[src/inc/crm_pkg.sv]
// Shared constants and types for the register model and bus unit.
// Assumes a single 50 MHz core clock and an asynchronous active-low reset.
package crm_pkg;

	// Bus cycle timing in core clocks
	localparam int BUS_HALF_CYCLES = 4;
	localparam int BUS_CYCLE_CYCLES = 2 * BUS_HALF_CYCLES;
	localparam logic [2:0] BUS_HALF_PHASE = 3'(BUS_HALF_CYCLES);
	localparam logic [2:0] BUS_LAST_PHASE = 3'(BUS_CYCLE_CYCLES - 1);

	// Status word bit positions
	localparam int BIT_C = 0;
	localparam int BIT_Z = 1;
	localparam int BIT_I = 2;
	localparam int BIT_D = 3;
	localparam int BIT_X = 4;
	localparam int BIT_M = 5;
	localparam int BIT_V = 6;
	localparam int BIT_N = 7;
	localparam int BIT_BRK = 4;

	// Values after reset
	localparam logic [15:0] DP_RST = 16'h0000;
	localparam logic [15:0] SP_RST = 16'h0100;
	localparam logic [7:0] PBANK_RST = 8'h00;
	localparam logic [7:0] DBANK_RST = 8'h00;
	localparam logic [7:0] STATUS_RST = 8'h34;
	localparam logic EMU_RST = 1'b1;
	localparam logic [7:0] STACK_HIGH_EMU = 8'h01;
	localparam logic [7:0] ZERO_BANK = 8'h00;

	// Vector addresses, low byte first
	localparam logic [15:0] VEC_ABORT_EMU = 16'hfff8;
	localparam logic [15:0] VEC_ABORT_NAT = 16'hffe8;
	localparam logic [15:0] VEC_IRQ_EMU = 16'hfffe;
	localparam logic [15:0] VEC_IRQ_NAT = 16'hffee;

	// Step counts of the internal stack sequences
	localparam logic [2:0] INT_LAST_PUSH = 3'd3;
	localparam logic [2:0] INT_VEC_LO = 3'd4;
	localparam logic [2:0] INT_VEC_HI = 3'd5;
	localparam logic [2:0] RTI_LAST = 3'd3;

	typedef enum logic [1:0] {
		KIND_OPCODE,
		KIND_OPERAND,
		KIND_READ,
		KIND_WRITE
	} crm_kind_e;

	typedef enum logic [2:0] {
		MODE_ABS,
		MODE_ABS_X,
		MODE_ABS_Y,
		MODE_DIR,
		MODE_DIR_X,
		MODE_DIR_Y
	} crm_mode_e;

	typedef enum logic [3:0] {
		SEL_DIRECT,
		SEL_INDEX_X,
		SEL_INDEX_Y,
		SEL_ACC,
		SEL_ACC_SWAP,
		SEL_STATUS,
		SEL_PBANK,
		SEL_DBANK,
		SEL_PC,
		SEL_SP
	} crm_sel_e;

	typedef enum logic [2:0] {
		ST_RUN,
		ST_WAIT,
		ST_INT,
		ST_RTI,
		ST_PHK
	} crm_state_e;

endpackage : crm_pkg

[src/rtl/crm_sync2.sv]
// Two-stage synchroniser for a group of pin inputs.
// Assumes each bit is sampled independently; multi-bit words must be stable.
`timescale 1ns/100ps
module crm_sync2 #(
	parameter int W = 1,
	parameter logic [W-1:0] RST_VAL = '0
) (
	input wire logic core_clk,
	input wire logic rstn,
	input wire logic [W-1:0] async_in,
	output logic [W-1:0] sync_out
);
	logic [W-1:0] meta_reg;
	logic [W-1:0] stable_reg;

	// First stage feeds only the second stage
	always_ff @(posedge core_clk or negedge rstn)
	begin
		if (!rstn)
		begin
			meta_reg <= RST_VAL;
			stable_reg <= RST_VAL;
		end
		else
		begin
			meta_reg <= async_in;
			stable_reg <= meta_reg;
		end
	end

	assign sync_out = stable_reg;

endmodule : crm_sync2

[src/rtl/crm_core.sv]
// Programmer register set, address formation and multiplexed bus unit.
// Assumes an instruction sequencer on core_clk drives the seq_ ports and
// external memory sits on the address, data/bank and strobe pins.
//
// How it works
// - Direct address is direct base plus 8-bit offset, bank zero.
// - Direct base clears to zero at reset.
// - Indexed modes add X or Y to absolute or direct base.
// - Native: index regs 16 bits, or 8 bits with high byte zero.
// - Eight-bit status: result flags plus program mode selects.
// - Emulation flag changes only by exchange with carry.
// - Emulation holds both width flags at one.
// - Emulation interrupt stacks the break indication in bit 4.
// - Program bank is the upper byte of every fetch address.
// - Program bank clears at reset; its push writes it to stack.
// - Program counter advances once per fetched instruction byte.
// - Stack pointer marks next free slot, bank zero, high one in emulation.
// - Abort suppresses register updates, then enters with opcode address.
// - Abort vector at fff8 in emulation, ffe8 native.
// - Any sampled abort low pulse registers an abort.
// - 24-bit address: sixteen address pins plus bank on data pins.
// - Bus enable floats address, strobe and data drivers.
// - Bank in first half, data in second; words take two cycles.
// - Emulation status pin follows the emulation flag.
// - Unmasked low interrupt request enters after instruction or wait.
// - Interrupt vector at fffe in emulation, ffee native.
// - Entry pushes bank, counter high, low, status; return pulls them.
// - Accumulator 16 bits, or 8 bits keeping the high byte for swap.
// - Data bank is upper byte of absolute data addresses, cleared at reset.
`timescale 1ns/100ps
module crm_core
	import crm_pkg::*;
(
	input wire logic core_clk,
	input wire logic rstn,
	input wire logic seq_req_valid,
	input wire crm_kind_e seq_req_kind,
	input wire crm_mode_e seq_req_mode,
	input wire logic [15:0] seq_req_base,
	input wire logic [7:0] seq_req_wdata,
	output logic seq_req_ready,
	output logic seq_rsp_valid,
	output logic [7:0] seq_rsp_data,
	input wire logic seq_wr_en,
	input wire crm_sel_e seq_wr_sel,
	input wire logic [15:0] seq_wr_data,
	input wire logic seq_xce,
	input wire logic seq_phk,
	input wire logic seq_rti,
	input wire logic seq_wai,
	input wire logic seq_instr_end,
	input wire logic seq_break,
	output logic [15:0] direct_page_base,
	output logic [15:0] index_x,
	output logic [15:0] index_y,
	output logic [15:0] accum,
	output logic [7:0] status_word,
	output logic [7:0] program_bank,
	output logic [7:0] data_bank,
	output logic [15:0] program_counter,
	output logic [15:0] stack_pointer,
	output logic emulation_status,
	output logic [15:0] addr_out,
	output logic addr_oe_n,
	output logic [7:0] data_out,
	output logic data_oe_n,
	input wire logic [7:0] data_in,
	output logic read_write_strobe,
	output logic rw_oe_n,
	output logic phase_two_clock,
	input wire logic bus_enable,
	input wire logic abort_request,
	input wire logic irq_request
);
	logic be_s;
	logic abort_s;
	logic irq_s;
	logic [7:0] din_s;

	crm_sync2 #(.W(11), .RST_VAL({1'b0, 1'b1, 1'b1, 8'h00})) u_sync (
		.core_clk(core_clk),
		.rstn(rstn),
		.async_in({bus_enable, abort_request, irq_request, data_in}),
		.sync_out({be_s, abort_s, irq_s, din_s})
	);

	logic [15:0] dp_reg, dp_next, x_reg, x_next, y_reg, y_next;
	logic [15:0] acc_reg, acc_next, pc_reg, pc_next, sp_reg, sp_next;
	logic [15:0] opaddr_reg, opaddr_next, retpc_reg, retpc_next;
	logic [15:0] vec_reg, vec_next;
	logic [7:0] status_reg, status_next, pbank_reg, pbank_next;
	logic [7:0] dbank_reg, dbank_next;
	logic emu_reg, emu_next, brk_reg, brk_next;
	logic abort_pend_reg, abort_pend_next, abort_prev_reg, abort_prev_next;
	logic ready_reg, ready_next;
	crm_state_e state_reg, state_next;
	logic [2:0] step_reg, step_next;

	logic bus_busy_reg, bus_busy_next, cur_rw_reg, cur_rw_next;
	logic cur_fetch_reg, cur_fetch_next, cur_seq_reg, cur_seq_next;
	logic [2:0] phase_reg, phase_next;
	logic [23:0] cur_addr_reg, cur_addr_next;
	logic [7:0] cur_wdata_reg, cur_wdata_next;
	logic [15:0] addr_out_reg, addr_out_next;
	logic [7:0] data_out_reg, data_out_next, rsp_data_reg, rsp_data_next;
	logic addr_oe_n_reg, addr_oe_n_next, data_oe_n_reg, data_oe_n_next;
	logic rw_reg, rw_next, rw_oe_n_reg, rw_oe_n_next;
	logic phase_two_clock_reg, phase_two_clock_next, rsp_valid_reg, rsp_valid_next;

	logic bus_done, int_done, first_half;
	logic st_go, st_rw, st_fetch, st_seq;
	logic [23:0] st_addr;
	logic [7:0] st_wdata, push_status;
	logic [15:0] idx_val, sp_dec, sp_inc;
	logic enter_abort, enter_irq;

	assign bus_done = bus_busy_reg && (phase_reg == BUS_LAST_PHASE);
	assign int_done = bus_done && !cur_seq_reg;

	// Register set and sequencing
	always_comb
	begin
		dp_next = dp_reg;
		x_next = x_reg;
		y_next = y_reg;
		acc_next = acc_reg;
		status_next = status_reg;
		emu_next = emu_reg;
		pbank_next = pbank_reg;
		dbank_next = dbank_reg;
		pc_next = pc_reg;
		sp_next = sp_reg;
		opaddr_next = opaddr_reg;
		retpc_next = retpc_reg;
		vec_next = vec_reg;
		brk_next = brk_reg;
		state_next = state_reg;
		step_next = step_reg;
		abort_pend_next = abort_pend_reg;
		abort_prev_next = abort_s;
		st_go = 1'b0;
		st_addr = '0;
		st_rw = 1'b1;
		st_wdata = '0;
		st_fetch = 1'b0;
		st_seq = 1'b0;
		enter_abort = 1'b0;
		enter_irq = 1'b0;
		if (seq_req_mode == MODE_ABS_X || seq_req_mode == MODE_DIR_X)
			idx_val = x_reg;
		else if (seq_req_mode == MODE_ABS_Y || seq_req_mode == MODE_DIR_Y)
			idx_val = y_reg;
		else
			idx_val = 16'h0000;
		// Emulation wraps the stack inside page one
		sp_dec = emu_reg ? {STACK_HIGH_EMU, sp_reg[7:0] - 8'h01}
			: sp_reg - 16'h0001;
		sp_inc = emu_reg ? {STACK_HIGH_EMU, sp_reg[7:0] + 8'h01}
			: sp_reg + 16'h0001;
		push_status = emu_reg
			? {status_reg[7:5], brk_reg, status_reg[3:0]} : status_reg;
		if (bus_done && cur_fetch_reg)
			pc_next = pc_reg + 16'h0001;
		unique case (state_reg)
			ST_RUN:
			begin
				if (!bus_busy_reg && seq_req_valid)
				begin
					st_go = 1'b1;
					st_seq = 1'b1;
					if (seq_req_kind == KIND_OPCODE || seq_req_kind == KIND_OPERAND)
					begin
						st_addr = {pbank_reg, pc_reg};
						st_fetch = 1'b1;
						if (seq_req_kind == KIND_OPCODE)
							opaddr_next = pc_reg;
					end
					else
					begin
						st_rw = (seq_req_kind != KIND_WRITE);
						st_wdata = seq_req_wdata;
						if (seq_req_mode == MODE_ABS || seq_req_mode == MODE_ABS_X
							|| seq_req_mode == MODE_ABS_Y)
							st_addr = {dbank_reg, seq_req_base}
								+ {8'h00, idx_val};
						else
							st_addr = {ZERO_BANK, dp_reg
								+ {8'h00, seq_req_base[7:0]} + idx_val};
					end
				end
				// No register write or exchange of the aborted instruction may land
				if (!abort_pend_reg && seq_wr_en)
				begin
					case (seq_wr_sel)
						SEL_DIRECT: dp_next = seq_wr_data;
						SEL_INDEX_X: x_next = seq_wr_data;
						SEL_INDEX_Y: y_next = seq_wr_data;
						SEL_ACC:
							if (status_reg[BIT_M])
								acc_next[7:0] = seq_wr_data[7:0];
							else
								acc_next = seq_wr_data;
						SEL_ACC_SWAP: acc_next = {acc_reg[7:0], acc_reg[15:8]};
						SEL_STATUS: status_next = seq_wr_data[7:0];
						SEL_PBANK: pbank_next = seq_wr_data[7:0];
						SEL_DBANK: dbank_next = seq_wr_data[7:0];
						SEL_PC: pc_next = seq_wr_data;
						SEL_SP: sp_next = seq_wr_data;
						default: dp_next = dp_reg;
					endcase
				end
				if (!abort_pend_reg && seq_xce)
				begin
					emu_next = status_reg[BIT_C];
					status_next[BIT_C] = emu_reg;
				end
				if (seq_phk)
				begin
					state_next = ST_PHK;
					step_next = 3'd0;
				end
				else if (seq_rti)
				begin
					state_next = ST_RTI;
					step_next = 3'd0;
				end
				else if (seq_wai)
					state_next = ST_WAIT;
				else if (seq_instr_end)
				begin
					if (abort_pend_reg)
						enter_abort = 1'b1;
					else if (!irq_s && !status_reg[BIT_I])
						enter_irq = 1'b1;
				end
			end
			ST_WAIT:
			begin
				if (abort_pend_reg)
					enter_abort = 1'b1;
				else if (!irq_s)
				begin
					// Masked request only releases the wait
					if (status_reg[BIT_I])
						state_next = ST_RUN;
					else
						enter_irq = 1'b1;
				end
			end
			ST_INT:
			begin
				if (!bus_busy_reg)
				begin
					st_go = 1'b1;
					if (step_reg <= INT_LAST_PUSH)
					begin
						st_rw = 1'b0;
						st_addr = {ZERO_BANK, sp_reg};
						sp_next = sp_dec;
						case (step_reg)
							3'd0: st_wdata = pbank_reg;
							3'd1: st_wdata = retpc_reg[15:8];
							3'd2: st_wdata = retpc_reg[7:0];
							default: st_wdata = push_status;
						endcase
					end
					else
						st_addr = {ZERO_BANK, vec_reg
							+ {13'h0000, step_reg - INT_VEC_LO}};
				end
				if (int_done)
				begin
					step_next = step_reg + 3'd1;
					if (step_reg == INT_VEC_LO)
						pc_next[7:0] = din_s;
					if (step_reg == INT_VEC_HI)
					begin
						pc_next[15:8] = din_s;
						pbank_next = ZERO_BANK;
						status_next[BIT_I] = 1'b1;
						state_next = ST_RUN;
					end
				end
			end
			ST_RTI:
			begin
				if (!bus_busy_reg)
				begin
					st_go = 1'b1;
					st_addr = {ZERO_BANK, sp_inc};
					sp_next = sp_inc;
				end
				if (int_done)
				begin
					step_next = step_reg + 3'd1;
					case (step_reg)
						3'd0: status_next = din_s;
						3'd1: pc_next[7:0] = din_s;
						3'd2: pc_next[15:8] = din_s;
						default: pbank_next = din_s;
					endcase
					if (step_reg == RTI_LAST)
						state_next = ST_RUN;
				end
			end
			ST_PHK:
			begin
				if (!bus_busy_reg && step_reg == 3'd0)
				begin
					st_go = 1'b1;
					st_rw = 1'b0;
					st_addr = {ZERO_BANK, sp_reg};
					st_wdata = pbank_reg;
					sp_next = sp_dec;
					step_next = 3'd1;
				end
				if (int_done)
					state_next = ST_RUN;
			end
		endcase
		if (enter_abort || enter_irq)
		begin
			state_next = ST_INT;
			step_next = 3'd0;
			retpc_next = enter_abort ? opaddr_reg : pc_reg;
			brk_next = seq_break;
			if (enter_abort)
				vec_next = emu_reg ? VEC_ABORT_EMU : VEC_ABORT_NAT;
			else
				vec_next = emu_reg ? VEC_IRQ_EMU : VEC_IRQ_NAT;
			abort_pend_next = 1'b0;
		end
		// A new abort in the clearing cycle is kept
		if (abort_prev_reg && !abort_s)
			abort_pend_next = 1'b1;
		if (emu_next)
		begin
			status_next[BIT_M] = 1'b1;
			status_next[BIT_X] = 1'b1;
			sp_next[15:8] = STACK_HIGH_EMU;
		end
		if (status_next[BIT_X])
		begin
			x_next[15:8] = 8'h00;
			y_next[15:8] = 8'h00;
		end
		ready_next = (state_next == ST_RUN) && !st_go
			&& !(bus_busy_reg && !bus_done);
	end

	always_ff @(posedge core_clk or negedge rstn)
	begin
		if (!rstn)
		begin
			dp_reg <= DP_RST;
			x_reg <= '0;
			y_reg <= '0;
			acc_reg <= '0;
			status_reg <= STATUS_RST;
			emu_reg <= EMU_RST;
			pbank_reg <= PBANK_RST;
			dbank_reg <= DBANK_RST;
			pc_reg <= '0;
			sp_reg <= SP_RST;
			opaddr_reg <= '0;
			retpc_reg <= '0;
			vec_reg <= '0;
			brk_reg <= 1'b0;
			state_reg <= ST_RUN;
			step_reg <= '0;
			abort_pend_reg <= 1'b0;
			abort_prev_reg <= 1'b1;
			ready_reg <= 1'b0;
		end
		else
		begin
			dp_reg <= dp_next;
			x_reg <= x_next;
			y_reg <= y_next;
			acc_reg <= acc_next;
			status_reg <= status_next;
			emu_reg <= emu_next;
			pbank_reg <= pbank_next;
			dbank_reg <= dbank_next;
			pc_reg <= pc_next;
			sp_reg <= sp_next;
			opaddr_reg <= opaddr_next;
			retpc_reg <= retpc_next;
			vec_reg <= vec_next;
			brk_reg <= brk_next;
			state_reg <= state_next;
			step_reg <= step_next;
			abort_pend_reg <= abort_pend_next;
			abort_prev_reg <= abort_prev_next;
			ready_reg <= ready_next;
		end
	end

	// Bus cycle engine: bank in the low half, data in the high half
	always_comb
	begin
		bus_busy_next = bus_busy_reg;
		phase_next = phase_reg;
		cur_addr_next = cur_addr_reg;
		cur_rw_next = cur_rw_reg;
		cur_wdata_next = cur_wdata_reg;
		cur_fetch_next = cur_fetch_reg;
		cur_seq_next = cur_seq_reg;
		if (st_go)
		begin
			bus_busy_next = 1'b1;
			phase_next = 3'd0;
			cur_addr_next = st_addr;
			cur_rw_next = st_rw;
			cur_wdata_next = st_wdata;
			cur_fetch_next = st_fetch;
			cur_seq_next = st_seq;
		end
		else if (bus_done)
			bus_busy_next = 1'b0;
		else if (bus_busy_reg)
			phase_next = phase_reg + 3'd1;
		first_half = phase_next < BUS_HALF_PHASE;
		phase_two_clock_next = bus_busy_next && !first_half;
		addr_out_next = cur_addr_next[15:0];
		data_out_next = first_half ? cur_addr_next[23:16]
			: cur_wdata_next;
		// Bus enable is sampled, so release lags the pin by three clocks
		data_oe_n_next = !(be_s && bus_busy_next
			&& (first_half || !cur_rw_next));
		addr_oe_n_next = !be_s;
		rw_oe_n_next = !be_s;
		rw_next = !bus_busy_next || cur_rw_next;
		rsp_valid_next = bus_done && cur_seq_reg;
		rsp_data_next = bus_done ? din_s : rsp_data_reg;
	end

	always_ff @(posedge core_clk or negedge rstn)
	begin
		if (!rstn)
		begin
			bus_busy_reg <= 1'b0;
			phase_reg <= '0;
			cur_addr_reg <= '0;
			cur_rw_reg <= 1'b1;
			cur_wdata_reg <= '0;
			cur_fetch_reg <= 1'b0;
			cur_seq_reg <= 1'b0;
			phase_two_clock_reg <= 1'b0;
			addr_out_reg <= '0;
			data_out_reg <= '0;
			data_oe_n_reg <= 1'b1;
			addr_oe_n_reg <= 1'b1;
			rw_oe_n_reg <= 1'b1;
			rw_reg <= 1'b1;
			rsp_valid_reg <= 1'b0;
			rsp_data_reg <= '0;
		end
		else
		begin
			bus_busy_reg <= bus_busy_next;
			phase_reg <= phase_next;
			cur_addr_reg <= cur_addr_next;
			cur_rw_reg <= cur_rw_next;
			cur_wdata_reg <= cur_wdata_next;
			cur_fetch_reg <= cur_fetch_next;
			cur_seq_reg <= cur_seq_next;
			phase_two_clock_reg <= phase_two_clock_next;
			addr_out_reg <= addr_out_next;
			data_out_reg <= data_out_next;
			data_oe_n_reg <= data_oe_n_next;
			addr_oe_n_reg <= addr_oe_n_next;
			rw_oe_n_reg <= rw_oe_n_next;
			rw_reg <= rw_next;
			rsp_valid_reg <= rsp_valid_next;
			rsp_data_reg <= rsp_data_next;
		end
	end

	assign seq_req_ready = ready_reg;
	assign seq_rsp_valid = rsp_valid_reg;
	assign seq_rsp_data = rsp_data_reg;
	assign direct_page_base = dp_reg;
	assign index_x = x_reg;
	assign index_y = y_reg;
	assign accum = acc_reg;
	assign status_word = status_reg;
	assign program_bank = pbank_reg;
	assign data_bank = dbank_reg;
	assign program_counter = pc_reg;
	assign stack_pointer = sp_reg;
	assign emulation_status = emu_reg;
	assign addr_out = addr_out_reg;
	assign addr_oe_n = addr_oe_n_reg;
	assign data_out = data_out_reg;
	assign data_oe_n = data_oe_n_reg;
	assign read_write_strobe = rw_reg;
	assign rw_oe_n = rw_oe_n_reg;
	assign phase_two_clock = phase_two_clock_reg;

endmodule : crm_core

[config.mk]
export PLATFORM = sky130hd
export DESIGN_NAME = crm_core
export DESIGN_NICKNAME = d
export VERILOG_FILES = /design/src/inc/crm_pkg.sv /design/src/rtl/crm_sync2.sv /design/src/rtl/crm_core.sv
export SDC_FILE = /design/constraint.sdc
export NUM_CORES = 1
export LEC_CHECK = 0
export ABC_AREA = 1
export BUFFER_PORTS_ARGS = -buffer_cell sky130_fd_sc_hd__buf_2
export CAP_MARGIN = 0
export CORE_MARGIN = 4
export CORE_UTILIZATION = 55
export DETAILED_ROUTE_END_ITERATION = 8
export PLACE_DENSITY = 0.79
export SYNTH_ARGS = -nofsm -noshare
export SYNTH_HDL_FRONTEND = slang
export SYNTH_SLANG_ARGS = --single-unit
[constraint.sdc]
create_clock -name core_clk -period 8.2 [get_ports core_clk]
set_input_delay 0 -clock core_clk [delete_from_list [all_inputs] [get_ports core_clk]]
set_output_delay 0 -clock core_clk [all_outputs]
set_load 0.02 [all_outputs]
; Yosys cells after proc, flatten, opt, wreduce, memory -nomap -nowiden
; Cells that the tools add are included.
; Widths: inputs -> output; s select.
[word_totals]
rom_bits = 0
latch_bits = 0
ff_bits = 277
out_inout_bits = 160
input_bits = 70
memories = 0
word_cells = 318
ram_bits = 0
[classes]
n_shift = 0
n_div = 0
magnitude_cmp = 2
eq_ne = 53
muxes = 132
addsub = 12
bitwise_logic = 0
n_reduce_logical = 75
n_mul = 0
[op_table]
columns = op, count
row1 = $mux 16, 26
row2 = $mux 8, 25
row3 = $mux 24, 4
row4 = $pmux 24 s4, 1
row5 = $pmux 8 s3, 3
row6 = $pmux 16 s4, 1
row7 = $mux 3, 20
row8 = $pmux 16 s3, 1
row9 = $mux 1, 36
row10 = $add 16x1->16 const B, 2
row11 = $pmux 16 s2, 1
row12 = $reduce_and 7->1, 4
row13 = $ne 3x3->1 const B, 9
row14 = $add 24x16->24, 1
row15 = $ne 2x2->1 const B, 12
row16 = $reduce_and 3->1, 7
row17 = $mux 5, 4
row18 = $eq 3x3->1 const B, 6
row19 = $add 16x16->16, 1
row20 = $add 16x3->16, 1
row21 = $add 16x8->16, 1
row22 = $eq 4x3->1 const B, 4
row23 = $logic_and 1x1->1, 16
row24 = $sub 16x1->16 const B, 1
row25 = 36 further kinds, 87

; Longest topological paths before layout
[depth]
word_depth = 14
ltp_mapped = 22
mapped_depth_nobuf = 21

; By module
; A second synthesis with hierarchy kept.
[unflattened]
hier_cells = 2030
hier_area_um2 = 15389.8
[modules_own_cells]
columns = module, seq_area_each_um2, n_inst, cells_per_inst, area_each_um2
row1 = crm_core, 5667.9, 1, 2008, 14834.2
row2 = crm_sync2, 555.5, 1, 22, 555.5

; Worst setup path before layout
; No wires, ideal clock.
[synth_path]
path_type = flip-flop to flip-flop
start = register y_reg[1] (netlist: index_y[1])
end = register cur_addr_reg[15]
path_slack_ns = 5.454
path_stages_with_launch = 18
t_arrival_ns = 2.669
n_path_buf = 0
required_time_ns = 8.123
period_less_slack_ns = 2.746
setup_time_ns = 0.077
cell_sequence = dfrtp_1 -> nand3_1 -> o21ai_0 -> fa_1 -> ha_1 -> inv_1 -> fa_1 -> inv_1 -> nand3_1 -> nand2_1 -> nand2_1 -> a21oi_1 -> inv_1 -> nand2_1 -> nand2_1 -> nand3_1 -> nand2_1 -> a21oi_1
[synth_via]
elab_chain_cells = 8
elab_cells_between_ends = 9
cone_classes = add/sub: 2 / mux: 7
[synth_rtl]
columns = item, line_no
row1 = from (decl), crm_core.sv:87  ; logic [15:0] dp_reg, dp_next, x_reg, x_next, y_reg, y_next;
row2 = from (signal assigned), crm_core.sv:379  ; y_reg <= y_next;
row3 = $mux 16 (*), crm_core.sv:151  ; else if (seq_req_mode == MODE_ABS_Y || seq_req_mode == MODE_DIR_Y)
row4 = $mux 16 (*), crm_core.sv:149  ; if (seq_req_mode == MODE_ABS_X || seq_req_mode == MODE_DIR_X)
row5 = $add 24x16->24 or $add 16x16->16 (tied branches), "crm_core.sv:185, crm_core.sv:188"
row6 = $mux 24 (*), crm_core.sv:182  ; if (seq_req_mode == MODE_ABS || seq_req_mode == MODE_ABS_X
row7 = $mux 24 (*), crm_core.sv:171  ; if (seq_req_kind == KIND_OPCODE || seq_req_kind == KIND_OPERAND)
row8 = $mux 24 (*), crm_core.sv:167  ; if (!bus_busy_reg && seq_req_valid)
row9 = $pmux 24 s4 (*), crm_core.sv:164  ; unique case (state_reg)
row10 = $mux 24 (*), crm_core.sv:409  ; if (st_go)
row11 = to (signal assigned), crm_core.sv:463  ; cur_addr_reg <= cur_addr_next;
row12 = to (decl), crm_core.sv:102  ; logic [23:0] cur_addr_reg, cur_addr_next;
; Every way passes the cells marked *; elsewhere a longest branch is shown, timed or not.
; A chain may end at the register's enable or synchronous reset.

; Final worst setup path
[layout_path]
start = register bus_busy_reg
end = register data_out_reg[3] (netlist: data_out[3])
[layout_via]
elab_chain_cells = 7
elab_cells_between_ends = 21
cone_classes = order compare: 1 / mux: 16 / reduce/logical: 4
[layout_rtl]
columns = item, line_no
row1 = from (decl), crm_core.sv:99  ; logic bus_busy_reg, bus_busy_next, cur_rw_reg, cur_rw_next;
row2 = from (signal assigned), crm_core.sv:461  ; bus_busy_reg <= bus_busy_next;
row3 = $logic_not 1->1, "crm_core.sv:167, crm_core.sv:308"
row4 = "$logic_and 1x1->1, on equally long branches", "crm_core.sv:308, crm_core.sv:167"
row5 = "$mux 1, on equally long branches", "crm_core.sv:308, crm_core.sv:167"
row6 = $pmux 1 s3, crm_core.sv:164
row7 = $mux 3, crm_core.sv:409
row8 = $lt 3x3->1, crm_core.sv:423  ; first_half = phase_next < BUS_HALF_PHASE;
row9 = $mux 8 (*), crm_core.sv:426  ; data_out_next = first_half ? cur_addr_next[23:16]
row10 = via data_out_next[3], crm_core.sv:105  ; logic [7:0] data_out_reg, data_out_next, rsp_data_reg, rsp_data_next;
row11 = to (signal assigned), crm_core.sv:470  ; data_out_reg <= data_out_next;
row12 = to (decl), crm_core.sv:105
; The timed path passes the listed nets; every way through them passes the cells marked *.

==> results.md <==
* CP max FO at 26
* CP top delay family: simple AND/OR/NAND/NOR gates
* CTS tree: yes
* Worst Setup End Kind: register
* Dpl cells at 2631
* Static Leak at 9.17 nW
* CP max stage cell: nor2_1
* Nets at 2475
* Final Max Slew Viols at 0
* Clock network power share at 21.8%
* Pwr dens at 327 nW/um2
* Compound-Gate Fraction of Synth Area at 16.8%
* DP Area at 16600 um2
* Largest net degree at the start of global routing at 120
* Multiplexer area fraction after synthesis at 0.131%
* Post-CTS sizing at 0
* Outcome: finished, final reports clean
* CP required at 8650 ps
* Final wirelength at 61500 um
* Area share of fa/ha/maj cells after synthesis at 5.61%
* RSZ-0062 raised after global routing: false
* Layout cells sized above 1 at 14.3%
* Setup crit start kind: register
* Worst-skew pair later-pin latency at 570 ps
* # Post-CTS Setup Buffers at 0
* Ant. Diodes at 0
* First-pass GRT wire length at 93300 um
* CP Buf/Inv Count at 3
* Switching share of power at 47.3%
* Synthesis-to-finish area growth at 18.2%
* Final Util at 66.6%
* Clock Path Buffers at 3
* Share of power burned in registers at 33.6%
* Number of global-route vias before repair at 15.7k
* CTS Root Cell: clkbuf_16
* Critical Path Most Common Cell: nand2_1
* Cells after synthesis at 2099
* Initial antenna violation count at 0
* Combinational power share at 44.6%
* Mapped Area at 15300 um2
* Drt wl/cell at 22.5 um
* NetSw at 0.00280 W
* Hold crit path type: input pin to register
* 1st-pass router iterations at 6
* Period utilization at 45.8%
* Syn Nets at 2231
* Relative slew margins at 34.2%
* Post-synth EDFFs at 0
* Final hold slack at 42.9 ps
* Clk sinks at 248
* CP Cell Sequence: inv_1, nand2_1, inv_1, nand2_1, nand3_2, nor2_1, clkinv_1, nand2_1, nand2_1
* Worst-Margin Slew at 986 ps
* Vias at 16.5k
* Max-cap violations at 0
* Mean post-synth cell area at 7.30 um2
* Setup CP Type: register to register
* Async set-reset flop share out of synthesis at 100%
* Largest family of logic cells by synthesized area: simple AND/OR/NAND/NOR gates
* Final Hold Violating Endpoints at 0
* Cell Rows at 60
* Synth unique cells at 56
* Io pins at 230
* Synth area leaders: dfrtp_1, nand2_1, o21ai_0
* Hold buffers post-CTS at 55
* CP peak stage delay at 850 ps
* Initial detailed-routing violation count at 2189
* Total CTS buffers at 27
* Post-route insts no fill at 2736
* P_int at 0.00312 W
* Register area share after synthesis at 40.6%
* Seq cells post-synth at 248
* Post-Synth Simple-Gate Area at 26.7%
* Post-DP HPWL at 46000 um
* Endpoints failing setup at 0
* Die Ht at 175 um
* Maximum clock frequency at 0.266 GHz
* Fin crit period at 3760 ps
* Main synth FF type: dfrtp_1
* Vias/cell at 6.04
* Die width at 175 um
* Core ar. at 27200 um2
* Dominant cell type by area after synthesis: dfrtp_1
* CP arrival at 4210 ps
* Aggregate global-route resource usage at 39.4%
* Maximum VDD drop at 0.215 mV
* Final std cell area, no fill at 18100 um2
* Clock Skews at 14.9 ps
* R2R Setup Slk at 4440 ps
* Die ar. at 30600 um2
* Sum of negative setup slack at 0 ps
* Final ANT Viol Nets at 0
* Port buffer count at 229
* Gpl congestion at 1.01
* Clk slew on worst S/H paths at 70 ps
* XOR/XNOR share of the synthesized area at 0.915%
* Most frequent cells in the layout: nand2_1, inv_1, dfrtp_1, buf_2, o21ai_0
* Htree depth at 1
* DRC at 0
* Count of yosys warnings during synthesis at 0
* Overflow after GRT at 0
* Synth top area share at 38.2%
* Commonest non-fill, non-tap cell in the layout: nand2_1
* Initial Utilization at 56.3%
-- tightest hold or removal path, delay by kind of cell --
kind	cells	cell delay [ps]
and+or+nand+nor	3	390
AOI/OAI and AO/OA	1	80
buffers and inverters	1	100
-- per-layer routing --
layer | up-vias | GRT usage (%) | wire, um | part of all wire, %
li1 | 7443 | - | - | -
met2 | 1143 | 58.7 | 26300 | 43
met5 | - | 0 | 0 | 0
met3 | 182 | 12.1 | 8190 | 13
met4 | 0 | 14.6 | 2800 | 4.5
met1 | 7753 | 54.5 | 24200 | 39
-- cell families (layout without fill, tap and decap cells) --
family,Yosys count,count (layout)
AO/OA/AOI/OAI,454,454
XOR/XNOR,16,16
adder cells (fa/ha/maj),62,62
buffers and inverters,350,615
flip-flops,248,248
multiplexers,2,2
AND/OR/NAND/NOR,967,967
-- power by group through the flow --
stage	logic, W	registers [W]	clock network (W)
global placement	0.00249	0.00197	0
finish	0.00264	0.00199	0.00129
global route	0.00287	0.00202	0.00135
floorplan	0.00157	0.00205	0
detailed placement	0.00252	0.00199	0
CTS	0.00257	0.00197	0.00129
-- path summary, 6_finish.rpt --
| kind | from | end | depth (start not counted) |
|---|---|---|---|
| hold / removal | seq_wr_en | status_word[1] | 5 |
| setup / recovery | bus_busy_reg | data_out[3] | 9 |
| max in group asynchronous | rstn | program_bank[0] | 3 |
| min in group asynchronous | rstn | index_x[3] | 2 |
| hold reg to reg | u_sync.meta_reg[0] | u_sync.sync_out[0] | 0 |
| setup reg to reg | bus_busy_reg | data_out[3] | 9 |
-- cell type report --
class / count / area, um2
clock buffer: 38 / 767
clock inverter: 12 / 165
fill: 2340 / 9070
inverter: 270 / 1010
multi-input combinational: 1501 / 7680
sequential: 248 / 6220
tap: 372 / 465
timing repair buffer: 295 / 1790
-- synthesized netlist by cell type, drive strengths merged (2+ instances only) --
master,number
o211ai,9
o21bai,6
ha,51
a31oi,6
o22ai,22
a22o,4
nand2,549
nand4,44
o221ai,22
a41oi,4
xor2,8
and3,2
buf,35
a21oi,122
fa,11
nand3b,2
o21a,2
dfstp,14
mux2i,2
a21boi,3
nor2,177
a211oi,3
clkinv,3
nand3,164
xnor2,8
or2,2
o2111ai,5
nor3,25
a22oi,7
dfrtp,234
o31ai,2
a2bb2oi,2
inv,267
a21o,2
o21ai,229
clkbuf,45
a32oi,2
-- metrics by stage --
step | total power, W | worst slack (ps)
detailed placement | 0.00451 | 4640
finish | 0.00592 | 4440
floorplan | 0.00362 | 5450
global placement | 0.00446 | 4640
global route | 0.00624 | 4290
CTS | 0.00583 | 4620
Note: power is estimated with default switching activity, not from simulation.
